===== src/jtb_defines.svh =====
// Constants for the scan test access port block
// What this block does
// - Select states idle, exit next cycle by TMS
// - Capture-DR loads selected register on exiting edge
// - Shift-DR entry: TDO drives LSB at falling
// - Shift-DR shifts each rising edge, including exit
// - Exit1-DR floats TDO; re-shift needs no recapture
// - Pause-DR holds partial shift contents indefinitely
// - Update-DR copies shift stage to shadow, falling
// - Capture-IR loads 10000001, shifted out on TDO
// - Shift-IR entry: TDO drives instruction LSB at falling
// - Shift-IR shifts each rising edge, including exit
// - Exit1-IR floats TDO; re-shift needs no recapture
// - Pause-IR holds instruction shift contents indefinitely
// - Update-IR loads instruction shadow on falling edge
// - Shift stage plus shadow; bypass/ident shift only
// - Eight-bit instruction selects mode, register, source
// - Bit 7 is parity; unsupported codes act as bypass
// - Reset forces instruction to 10000001, ident read
// - Boundary chain has 48 cells, one per pin
// - Instruction chooses boundary capture source
// - Reset sets cells 47 to 44 high
// - Chain runs input to cell 47, out cell 0
// - Cell map: enables, clocks, latches, A, B
// - Sample TMS/TDI rising, change TDO falling
// - TMS high five cycles reaches reset state
`ifndef JTB_DEFINES_SVH
`define JTB_DEFINES_SVH

`define JTB_IR_W 8
`define JTB_IR_RESET 8'h81
`define JTB_IR_CAPTURE 8'h81
`define JTB_BSR_W 48
`define JTB_ID_W 32
// Arbitrary neutral identification value
`define JTB_ID_VALUE 32'h0000_0001

`define JTB_OP_BOUNDARY_TEST 8'h00
`define JTB_OP_IDENT 8'h81
`define JTB_OP_SAMPLE 8'h82
`define JTB_OP_HIGHZ 8'h06
`define JTB_OP_CLAMP 8'h87

// Boundary cell map, upper and lower bound of each field
`define JTB_CELL_OE_HI 47
`define JTB_CELL_OE_LO 44
`define JTB_CELL_CLK_HI 43
`define JTB_CELL_CLK_LO 40
`define JTB_CELL_LE_HI 39
`define JTB_CELL_LE_LO 36
`define JTB_CELL_A_HI 35
`define JTB_CELL_A_LO 18
`define JTB_CELL_B_HI 17
`define JTB_CELL_B_LO 0
`define JTB_BSR_RESET 48'hf000_0000_0000

`define JTB_FIFO_DEPTH 2

`endif


===== src/jtb_pkg.sv =====
// Types for the scan test access port block
package jtb_pkg;

	typedef enum logic [3:0] {
		TLR, RTI, SEL_DR, CAP_DR, SHF_DR, EX1_DR, PAU_DR, EX2_DR, UPD_DR,
		SEL_IR, CAP_IR, SHF_IR, EX1_IR, PAU_IR, EX2_IR, UPD_IR
	} jtb_state_t;

	typedef enum logic [1:0] {
		SEL_BYPASS, SEL_BOUNDARY, SEL_IDENT
	} jtb_dsel_t;

	typedef struct packed {
		logic test_mode;
		logic highz;
		logic clamp;
		jtb_dsel_t dsel;
		logic capture_pins;
	} jtb_instr_t;

	typedef struct packed {
		logic tck;
		logic tms;
		logic tdi;
	} jtb_link_t;

endpackage


===== src/jtb_tap.sv =====
// Test access port controller with instruction and boundary chains
`timescale 1ns/1ps
`include "jtb_defines.svh"

module jtb_tap import jtb_pkg::*; (
	input wire logic clk_i, // System clock, 100 MHz
	input wire logic arst_n_i, // Asynchronous reset, active low
	input wire logic tck_i, // Test clock pin
	input wire logic tms_i, // Test mode select pin
	input wire logic tdi_i, // Test data in pin
	output logic tdo_o, // Test data out
	output logic tdo_oe_n_o, // TDO enable, low while driven
	input wire logic [47:0] pins_i, // Boundary pin levels
	output logic [47:0] cells_o, // Boundary shadow latches
	output logic test_mode_o, // Normal logic inhibited
	output logic highz_o, // Outputs forced to high impedance
	output logic [7:0] instr_o, // Current instruction
	output logic [3:0] state_o, // Controller state
	output logic upd_valid_o, // Buffered update word present
	output logic [47:0] upd_data_o, // Buffered update word
	input wire logic upd_ready_i, // Consumer takes the word
	output logic upd_lost_o // Update dropped, buffer was full
);

	// ==========================================================
	// Pin synchronisers
	// Link pins come from another clock, so two flops each before use
	jtb_link_t link_m;
	jtb_link_t link_s;
	logic tck_d;
	logic [47:0] pins_m;
	logic [47:0] pins_s;

	always_ff @(posedge clk_i or negedge arst_n_i) begin
		if (!arst_n_i) begin
			link_m <= '0;
			link_s <= '0;
			tck_d <= 1'b0;
			pins_m <= '0;
			pins_s <= '0;
		end else begin
			link_m <= '{tck: tck_i, tms: tms_i, tdi: tdi_i};
			link_s <= link_m;
			tck_d <= link_s.tck;
			pins_m <= pins_i;
			pins_s <= pins_m;
		end
	end

	// All test activity keys off these two strobes
	wire tck_rise = link_s.tck & ~tck_d;
	wire tck_fall = ~link_s.tck & tck_d;

	// ==========================================================
	// Controller
	jtb_state_t state;
	jtb_state_t next_state;

	always_comb begin
		next_state = state;
		case (state)
			TLR: next_state = link_s.tms ? TLR : RTI;
			RTI: next_state = link_s.tms ? SEL_DR : RTI;
			SEL_DR: next_state = link_s.tms ? SEL_IR : CAP_DR;
			CAP_DR: next_state = link_s.tms ? EX1_DR : SHF_DR;
			SHF_DR: next_state = link_s.tms ? EX1_DR : SHF_DR;
			EX1_DR: next_state = link_s.tms ? UPD_DR : PAU_DR;
			PAU_DR: next_state = link_s.tms ? EX2_DR : PAU_DR;
			EX2_DR: next_state = link_s.tms ? UPD_DR : SHF_DR;
			UPD_DR: next_state = link_s.tms ? SEL_DR : RTI;
			SEL_IR: next_state = link_s.tms ? TLR : CAP_IR;
			CAP_IR: next_state = link_s.tms ? EX1_IR : SHF_IR;
			SHF_IR: next_state = link_s.tms ? EX1_IR : SHF_IR;
			EX1_IR: next_state = link_s.tms ? UPD_IR : PAU_IR;
			PAU_IR: next_state = link_s.tms ? EX2_IR : PAU_IR;
			EX2_IR: next_state = link_s.tms ? UPD_IR : SHF_IR;
			UPD_IR: next_state = link_s.tms ? SEL_DR : RTI;
			default: next_state = TLR;
		endcase
	end

	always_ff @(posedge clk_i or negedge arst_n_i) begin
		if (!arst_n_i) begin
			state <= TLR;
		end else if (tck_rise) begin
			state <= next_state;
		end
	end

	// ==========================================================
	// Instruction decode
	// Full eight-bit compare: a code with bad parity matches nothing
	// and so falls through to bypass.
	function automatic jtb_instr_t decode(input logic [7:0] op);
		jtb_instr_t d;
		d = '{test_mode: 1'b0, highz: 1'b0, clamp: 1'b0, dsel: SEL_BYPASS,
			capture_pins: 1'b0};
		case (op)
			`JTB_OP_BOUNDARY_TEST: begin
				d.test_mode = 1'b1;
				d.dsel = SEL_BOUNDARY;
				d.capture_pins = 1'b1;
			end
			`JTB_OP_IDENT: d.dsel = SEL_IDENT;
			`JTB_OP_SAMPLE: begin
				d.dsel = SEL_BOUNDARY;
				d.capture_pins = 1'b1;
			end
			`JTB_OP_HIGHZ: begin
				d.test_mode = 1'b1;
				d.highz = 1'b1;
			end
			`JTB_OP_CLAMP: begin
				d.test_mode = 1'b1;
				d.clamp = 1'b1;
			end
			default: d.dsel = SEL_BYPASS;
		endcase
		return d;
	endfunction

	logic [7:0] ir_shift;
	logic [7:0] ir_shadow;
	wire jtb_instr_t cur = decode(ir_shadow);

	// ==========================================================
	// Shift stages, captured and shifted on TCK rising edges
	logic [47:0] bsr_shift;
	logic [31:0] id_shift;
	logic bypass_shift;

	wire in_tlr = (state == TLR);
	wire cap_dr = tck_rise & (state == CAP_DR);
	wire shf_dr = tck_rise & (state == SHF_DR);
	wire cap_ir = tck_rise & (state == CAP_IR);
	wire shf_ir = tck_rise & (state == SHF_IR);
	wire sel_bsr = (cur.dsel == SEL_BOUNDARY);
	wire sel_id = (cur.dsel == SEL_IDENT);
	wire sel_byp = (cur.dsel == SEL_BYPASS);
	// Cell map: enables, store clocks, latch enables, A port, B port.
	// Reset loads all ones into the enable field and zeros elsewhere, so that a
	// later switch to test mode leaves both ports floating.
	wire [3:0] pin_enables = pins_s[`JTB_CELL_OE_HI:`JTB_CELL_OE_LO];
	wire [3:0] pin_clocks = pins_s[`JTB_CELL_CLK_HI:`JTB_CELL_CLK_LO];
	wire [3:0] pin_latches = pins_s[`JTB_CELL_LE_HI:`JTB_CELL_LE_LO];
	wire [17:0] pin_a_port = pins_s[`JTB_CELL_A_HI:`JTB_CELL_A_LO];
	wire [17:0] pin_b_port = pins_s[`JTB_CELL_B_HI:`JTB_CELL_B_LO];
	wire [47:0] pin_word = {pin_enables, pin_clocks, pin_latches, pin_a_port, pin_b_port};
	// Capture source for boundary chain depends on the instruction
	wire [47:0] bsr_capture = cur.capture_pins ? pin_word : bsr_shift;

	always_ff @(posedge clk_i or negedge arst_n_i) begin
		if (!arst_n_i) begin
			ir_shift <= `JTB_IR_RESET;
		end else if (in_tlr) begin
			ir_shift <= `JTB_IR_RESET;
		end else if (cap_ir) begin
			ir_shift <= `JTB_IR_CAPTURE;
		end else if (shf_ir) begin
			ir_shift <= {link_s.tdi, ir_shift[7:1]};
		end
	end

	// Each cell chooses reset, capture, shift or hold for itself; pause
	// and exit states hold, so a suspended scan loses nothing.
	localparam logic [47:0] bsr_reset_value = `JTB_BSR_RESET;
	wire bsr_load = cap_dr & sel_bsr;
	wire bsr_step = shf_dr & sel_bsr;
	wire [48:0] bsr_chain = {link_s.tdi, bsr_shift};
	wire [47:0] next_bsr;

	for (genvar gi = 0; gi < `JTB_BSR_W; gi++) begin : g_cell
		assign next_bsr[gi] = in_tlr ? bsr_reset_value[gi] :
			(bsr_load ? bsr_capture[gi] : (bsr_step ? bsr_chain[gi + 1] : bsr_shift[gi]));
	end

	always_ff @(posedge clk_i or negedge arst_n_i) begin
		if (!arst_n_i) begin
			bsr_shift <= `JTB_BSR_RESET;
		end else begin
			bsr_shift <= next_bsr;
		end
	end

	// Bypass and ident are single-stage: no shadow behind them
	always_ff @(posedge clk_i or negedge arst_n_i) begin
		if (!arst_n_i) begin
			id_shift <= '0;
			bypass_shift <= 1'b0;
		end else begin
			if (cap_dr && sel_id) begin
				id_shift <= `JTB_ID_VALUE;
			end else if (shf_dr && sel_id) begin
				id_shift <= {link_s.tdi, id_shift[31:1]};
			end
			if (cap_dr && sel_byp) begin
				bypass_shift <= 1'b0;
			end else if (shf_dr && sel_byp) begin
				bypass_shift <= link_s.tdi;
			end
		end
	end

	// ==========================================================
	// Shadows and TDO, changed on TCK falling edges
	wire upd_dr = tck_fall & (state == UPD_DR) & sel_bsr;
	wire upd_ir = tck_fall & (state == UPD_IR);
	wire dr_lsb = sel_bsr ? bsr_shift[0] : (sel_id ? id_shift[0] : bypass_shift);
	wire shifting = (state == SHF_DR) | (state == SHF_IR);
	wire next_tdo = (state == SHF_IR) ? ir_shift[0] : dr_lsb;

	always_ff @(posedge clk_i or negedge arst_n_i) begin
		if (!arst_n_i) begin
			ir_shadow <= `JTB_IR_RESET;
			cells_o <= `JTB_BSR_RESET;
		end else if (in_tlr) begin
			ir_shadow <= `JTB_IR_RESET;
			cells_o <= `JTB_BSR_RESET;
		end else begin
			if (upd_ir) begin
				ir_shadow <= ir_shift;
			end
			if (upd_dr) begin
				cells_o <= bsr_shift;
			end
		end
	end

	// Enable goes active on the first falling edge in a shift state
	// and releases on the first falling edge after leaving it.
	always_ff @(posedge clk_i or negedge arst_n_i) begin
		if (!arst_n_i) begin
			tdo_o <= 1'b0;
			tdo_oe_n_o <= 1'b1;
		end else if (tck_fall) begin
			tdo_o <= next_tdo;
			tdo_oe_n_o <= ~shifting;
		end
	end

	// Mode outputs follow the shadow, so they change at the update edge
	always_ff @(posedge clk_i or negedge arst_n_i) begin
		if (!arst_n_i) begin
			test_mode_o <= 1'b0;
			highz_o <= 1'b0;
			instr_o <= `JTB_IR_RESET;
			state_o <= '0;
		end else begin
			test_mode_o <= cur.test_mode;
			highz_o <= cur.highz;
			instr_o <= ir_shadow;
			state_o <= state;
		end
	end

	// ==========================================================
	// Two-entry update buffer
	// Each boundary update is offered to the consumer. The head entry
	// is the output register; a full buffer refuses and flags the loss
	// rather than stalling the scan, since TCK cannot be held off.
	logic [47:0] slot1;
	logic valid1;
	wire fifo_ready = ~valid1;
	wire push = upd_dr & fifo_ready;
	wire pop = upd_valid_o & upd_ready_i;

	always_ff @(posedge clk_i or negedge arst_n_i) begin
		if (!arst_n_i) begin
			upd_valid_o <= 1'b0;
			upd_data_o <= '0;
			valid1 <= 1'b0;
			slot1 <= '0;
			upd_lost_o <= 1'b0;
		end else begin
			upd_lost_o <= upd_dr & ~fifo_ready;
			if (pop) begin
				if (valid1) begin
					upd_data_o <= slot1;
					valid1 <= push;
					slot1 <= bsr_shift;
				end else begin
					upd_valid_o <= push;
					upd_data_o <= bsr_shift;
				end
			end else if (push) begin
				if (!upd_valid_o) begin
					upd_data_o <= bsr_shift;
					upd_valid_o <= 1'b1;
				end else begin
					slot1 <= bsr_shift;
					valid1 <= 1'b1;
				end
			end
		end
	end

endmodule


===== config.mk =====
export PLATFORM = sky130hd
export DESIGN_NAME = jtb_tap
export DESIGN_NICKNAME = d
export VERILOG_FILES = /design/src/jtb_pkg.sv /design/src/jtb_tap.sv
export VERILOG_INCLUDE_DIRS = /design/src /design/src/src
export SDC_FILE = /design/constraint.sdc
export NUM_CORES = 1
export LEC_CHECK = 0
export BUFFER_PORTS_ARGS = -buffer_cell sky130_fd_sc_hd__buf_2
export CORE_UTILIZATION = 38
export DETAILED_ROUTE_END_ITERATION = 12
export HOLD_SLACK_MARGIN = 0.15
export PLACE_DENSITY = 0.6
export REMOVE_ABC_BUFFERS = 1
export SLEW_MARGIN = 0
export SYNTH_ARGS = -nofsm -noshare
export SYNTH_HDL_FRONTEND = slang
export SYNTH_SLANG_ARGS = --single-unit

===== constraint.sdc =====
create_clock -name clk_i -period 5.7 [get_ports clk_i]
set_clock_uncertainty 0.2 [all_clocks]
set_input_delay 1.425 -clock clk_i [delete_from_list [all_inputs] [get_ports clk_i]]
set_output_delay 1.425 -clock clk_i [all_outputs]
set_load 0.01 [all_outputs]

Word level (Yosys, flattened, before mapping)
Index checks and enable logic that the tools add are counted.
{"block": "op_classes", "n_reduce_logical": 25, "n_mux": 191, "n_eq_ne": 25, "bitwise_logic": 19}
{"operator": "$mux 48", "count": 11}
{"operator": "$mux 1", "count": 162}
{"operator": "$mux 32", "count": 2}
{"operator": "$pmux 4 s12", "count": 1}
{"operator": "$mux 8", "count": 5}
{"operator": "$eq 4x4->1 const B", "count": 8}
{"operator": "$eq 8x8->1 const B", "count": 3}
{"operator": "$eq 4x3->1 const B", "count": 4}
{"operator": "$mux 4", "count": 4}
{"operator": "$and 1x1->1", "count": 14}
{"operator": "$reduce_bool 2->1", "count": 6}
{"operator": "$eq 4x2->1 const B", "count": 2}
{"operator": "$eq 8x3->1 const B", "count": 1}
{"operator": "$logic_not 8->1", "count": 1}
{"operator": "$reduce_and 2->1", "count": 4}
{"operator": "$mux 2", "count": 3}
{"operator": "$mux 3", "count": 2}
{"operator": "$reduce_bool 3->1", "count": 2}
{"operator": "$reduce_or 2->1", "count": 3}
{"operator": "$reduce_or 3->1", "count": 2}
{"operator": "$eq 4x1->1 const B", "count": 1}
{"operator": "$logic_and 1x1->1", "count": 4}
{"operator": "$logic_not 4->1", "count": 1}
{"operator": "$ne 2x2->1 const B", "count": 2}
{"operator": "other kinds (9)", "count": 12}
{"block": "word_totals", "regBits": 367, "output_inout_bits": 114}

Longest topological paths before layout
{"block": "depth", "depth_word": 8, "ltp_mapped": 9, "ltp_nobuf": 5}

Least setup slack after synthesis
Ideal clock, no wire load.
{"block": "synth_path", "kind": "input port to flip-flop", "start": "in upd_ready_i", "end": "reg upd_data_o[28]", "cell_stages": 6, "slack_ns": 2.874, "setup_time_ns": 0.077, "arrival_ns": 2.549, "required_time_ns": 5.423, "path_cell_list": "inv_1 > nor2_1 > clkbuf_1 > clkbuf_1 > o22ai_1 > a21oi_1"}
{"block": "synth_between", "elab_chain_len": 3, "elab_cells_between_ends": 5}
{"element": "start: declaration", "line_no": "jtb_tap.sv:21", "source": "input wire logic upd_ready_i,"}
{"element": "$and 1x1->1 *", "line_no": "jtb_tap.sv:265", "source": "wire pop = upd_valid_o & upd_ready_i;"}
{"element": "$ne 2x1->1 (no source line) or $reduce_bool 2->1 (tied branches)"}
{"element": "$reduce_and 2->1 (no source line)"}
{"element": "end signal: assignment", "line_no": "jtb_tap.sv:278", "source": "upd_data_o <= slot1;"}
{"element": "end signal: assignment", "line_no": "jtb_tap.sv:283", "source": "upd_data_o <= bsr_shift;"}
{"element": "end signal: assignment", "line_no": "jtb_tap.sv:287", "source": "upd_data_o <= bsr_shift;"}
{"element": "end: declaration", "line_no": "jtb_tap.sv:20", "source": "output logic [47:0] upd_data_o,"}
Mark *: on every way between the ends. The rest lies on a longest branch, timed or not.
A chain may end at the register's enable or synchronous reset.

Worst setup path in the final report
{"block": "layout_path", "start": "reg ir_shadow[3]", "end": "reg upd_data_o[33]"}
{"block": "layout_between", "elab_chain_len": 8, "elab_cells_between_ends": 10}
{"element": "start: declaration", "line_no": "jtb_tap.sv:123", "source": "logic [7:0] ir_shadow;"}
{"element": "start signal: assignment", "line_no": "jtb_tap.sv:214", "source": "ir_shadow <= `JTB_IR_RESET;"}
{"element": "start signal: assignment", "line_no": "jtb_tap.sv:217", "source": "ir_shadow <= `JTB_IR_RESET;"}
{"element": "start signal: assignment", "line_no": "jtb_tap.sv:221", "source": "ir_shadow <= ir_shift;"}
{"element": "$eq 8x8->1 or $logic_not 8->1 (tied branches)", "line_no": "jtb_tap.sv:98", "source": "case (op)"}
{"element": "$reduce_or 2->1 (no source line)"}
{"element": "$pmux 2 s2 *", "line_no": "jtb_tap.sv:98"}
{"element": "$eq 2x1->1 *", "line_no": "jtb_tap.sv:137", "source": "wire sel_bsr = (cur.dsel == SEL_BOUNDARY);"}
{"element": "$and 1x1->1 *", "line_no": "jtb_tap.sv:206", "source": "wire upd_dr = tck_fall & (state == UPD_DR) & sel_bsr;"}
{"element": "$and 1x1->1 *", "line_no": "jtb_tap.sv:264", "source": "wire push = upd_dr & fifo_ready;"}
{"element": "$reduce_bool 2->1 (no source line) *"}
{"element": "$reduce_and 2->1 (no source line) *"}
Marks and branches as above.

==> results.md <==
- Effective utilization at floorplan: 39.0%
- Final critical-path required period: 4110 ps
- Number of antenna violations at the first check in global routing: 0
- Count of input and output buffers: 167
- Worst-path cell chain: or4_1, nor4_4, and2_2, buf_4, nand2_2, a21oi_1
- Min-delay worst type: flip-flop to flip-flop
- Met3 global-route usage: 4.59%
- Pwr per Cell Area: 377 mW/mm²
- Share of synthesized area occupied by flip-flops and latches: 64.0%
- Normalized max-slew margin: 20.8%
- M1 GR Usage: 29.0%
- Most common library cell in the layout ignoring fill and taps: sky130_fd_sc_hd__dfrtp_1
- FFs w/ async S/R, synth: 100%
- Initial drt markers: 815
- LEAKAGE: 0.00815 µW
- Post-DRT Antenna Nets: 0
- Final period utilization: 72.1%
- Met2 track demand over resource in global routing: 29.7%
- I/O Pins: 168
- Number of vias after detailed routing: 10900
- Most common flop cell mapped by yosys: sky130_fd_sc_hd__dfrtp_1
- Leading cell types in the layout, fill and taps excluded: sky130_fd_sc_hd__dfrtp_1 (350), sky130_fd_sc_hd__buf_2 (166), sky130_fd_sc_hd__nand2_1 (162), sky130_fd_sc_hd__o22ai_1 (143), sky130_fd_sc_hd__a21oi_1 (115)
- Die X: 196 µm
- Die Area: 0.0386 mm²
- Mean cell area of the mapped netlist: 10.7 µm²
- Critical path launch point type: flip-flop
- Post-cts repair resize count: 0
- Cell types occupying the most area after synthesis: sky130_fd_sc_hd__dfrtp_1 (61%), sky130_fd_sc_hd__o22ai_1 (6.2%), sky130_fd_sc_hd__nand2_1 (4.4%)
- Portion of synthesized cell area occupied by the leading cell type: 61.3%
- Number of flops mapped to enable cells by yosys: 0
- DRC violation count after routing: 0
- Standard-cell rows: 70
- Net count of the finished layout: 1515
- Synthesized instance count: 1341
- Leftover overflow at the end of global routing: 0
- Hold_buf cts: 9
- Clock tree from TritonCTS: built
- Synthesis Warnings: 0
- Pin count of the biggest net entering global routing: 118
- Vertical die dimension: 196 µm
- TritonCTS buffer count: 41
- Fraction of the mapped netlist area in compound gates: 17.2%
- Relative area change from synthesis to final layout: 18.6%
- Delay of the slowest cell on the worst path: 840 ps
- Final total negative setup slack: 0 ps
- GRT busiest layer: met2
- Mean number of vias per cell: 5.45
- Routability-driven placement congestion ratio: 0.737
- XOR/XNOR Fraction of Synth Area: 0.122%
- Top delay family on crit path: simple AND/OR/NAND/NOR gates
- Global-route wire length before repair: 61100 µm
- Maximum fanout encountered on the critical timing path: 50
- Total setup buffers inserted after CTS: 0
- Final Hold Vio Count: 0
- Number of endpoints failing setup at the final stage: 0
- Critical path buffer and inverter count: 1
- Max-cap check violation count: 0
- Startpoint-to-endpoint class of the critical path: flip-flop to flip-flop
- Overall power: 6430 µW
- CP Data Required Time: 5950 ps
- Depth of the CTS H-tree: 2
- DR WL/cell: 19.1 µm
- Critical-path cell with the highest stage delay: sky130_fd_sc_hd__nand2_2
- Latest clock arrival within the worst-skew pair: 550 ps
- Gr usage total: 20.2%
- Maximum clock frequency: 243 MHz
- Post-synthesis register bit count: 367
- Via count of the first global-routing pass: 10600
- Share of synthesized area spent on multiplexers: 3.49%
- Post-Route Utilization: 46.2%
- Total of fill cells in the finished design: 3449
- Root buffer cell: sky130_fd_sc_hd__clkbuf_16
- Adder-Cell Fraction of Synth Area: 0%
- Detailed placement HPWL: 21800 µm
- Post-synthesis cell type with the largest combined area: sky130_fd_sc_hd__dfrtp_1
- Post-placement cell count: 1913
- VDD IR-drop max: 275 µV
- Arrival time worst endpoint: 4350 ps
- Pre-Repair DR Iteration Count: 4
- TritonCTS Sinks: 367
- # diodes: 0
- Nature of the critical path endpoint: flip-flop
- Core area: 0.0369 mm²
- Fraction of layout instances using a drive strength above 1: 18.6%
- Dominant combinational cell family by area after synthesis: compound AO/OA/AOI/OAI gates
- Worst hold slack after final layout: 148 ps
- Maximum count of clock buffers along a single path: 3
- Outcome: complete, no violations
- Slew @ Worst Pin: 1190 ps
- Syn Std Cell Area: 0.0144 mm²
- Number of unique standard cell types used by synthesis: 48
- Aggregate routed wire length: 38100 µm
- Simple logic cell fraction of the synthesized area: 11.5%
- Number of cells in the finished layout apart from fillers: 1994
- Max Transition Viols Final: 0
- Unrepaired setup endpoints after global routing: false
- Clk slew on worst S/H paths: 60 ps
-- path summary, 6_finish.rpt --
kind,startpoint,to,slack (ps),depth (start not counted)
worst max-delay path,ir_shadow[3],upd_data_o[33],1590,6
worst min-delay path,pins_m[13],pin_word[13],150,0
worst max register to register,ir_shadow[3],upd_data_o[33],1590,6
worst min register to register,pins_m[13],pin_word[13],150,0
max in group asynchronous,arst_n_i,bsr_shift[20],3350,2
min in group asynchronous,arst_n_i,pins_m[39],740,1
-- metal layers --
layer  up-vias  wire [µm]  share of wire [%]
li1       5048          -                  -
met1      5428      17900                 47
met2       321      16800                 44
met3        67       2320                6.1
met4         0       1050                2.8
met5         -          0                  0
-- kinds of logic after synthesis --
kind of cell | after synthesis
compound gates | 422
simple gates | 376
flops | 367
buf+inv | 124
mux | 50
xor+xnor | 2
-- Yosys cell counts (all sizes together), types with 2 or more instances --
library cell,count
nor2,75
o22ai,143
and2,2
nand4,3
nor3,10
o21ai,112
buf,42
a311oi,2
nand3b,2
or3,2
nand3,95
dfrtp,352
clkbuf,74
a21oi,115
nor4b,2
nand2,168
nand2b,4
nor2b,3
and3,2
a22o,31
mux2i,49
nor4,5
a31oi,4
o21a,2
a21boi,2
o32a,2
inv,8
dfstp,15
-- stage by stage --
step / instance area [µm²] / setup WS [ps]
floorplan: 13900 / 601
global placement: 15600 / 1720
detailed placement: 15600 / 1630
CTS: 17100 / 1570
global route: 17100 / 1320
finish: 17100 / 1590
-- cell type report --
cell class	instances	area [µm²]	share of cell area [%]
Inverter	8	30.0	0.176
Tap cell	504	631	3.70
Clock buffer	62	1230	7.20
Timing Repair Buffer	193	1080	6.31
Sequential cell	367	9210	54.0
Clock inverter	10	179	1.05
Multi-Input combinational cell	850	4700	27.6
-- registers in the layout (all words and copies together), names as in the netlist, 8 cells and up --
register    cells
slot1          48
upd_data_o     48
id_shift       32
pin_word       48
instr_o         8
bsr_shift      48
pins_m         48
cells_o        48
ir_shift        8
ir_shadow       8
-- power breakdown --
group          internal (µW)  switching [µW]  total, µW
logic                    248             501        749
registers               2780             154       2930
clock network           1710            1040       2750
total                   4730            1700       6430
(Power assumes the default switching activity.)
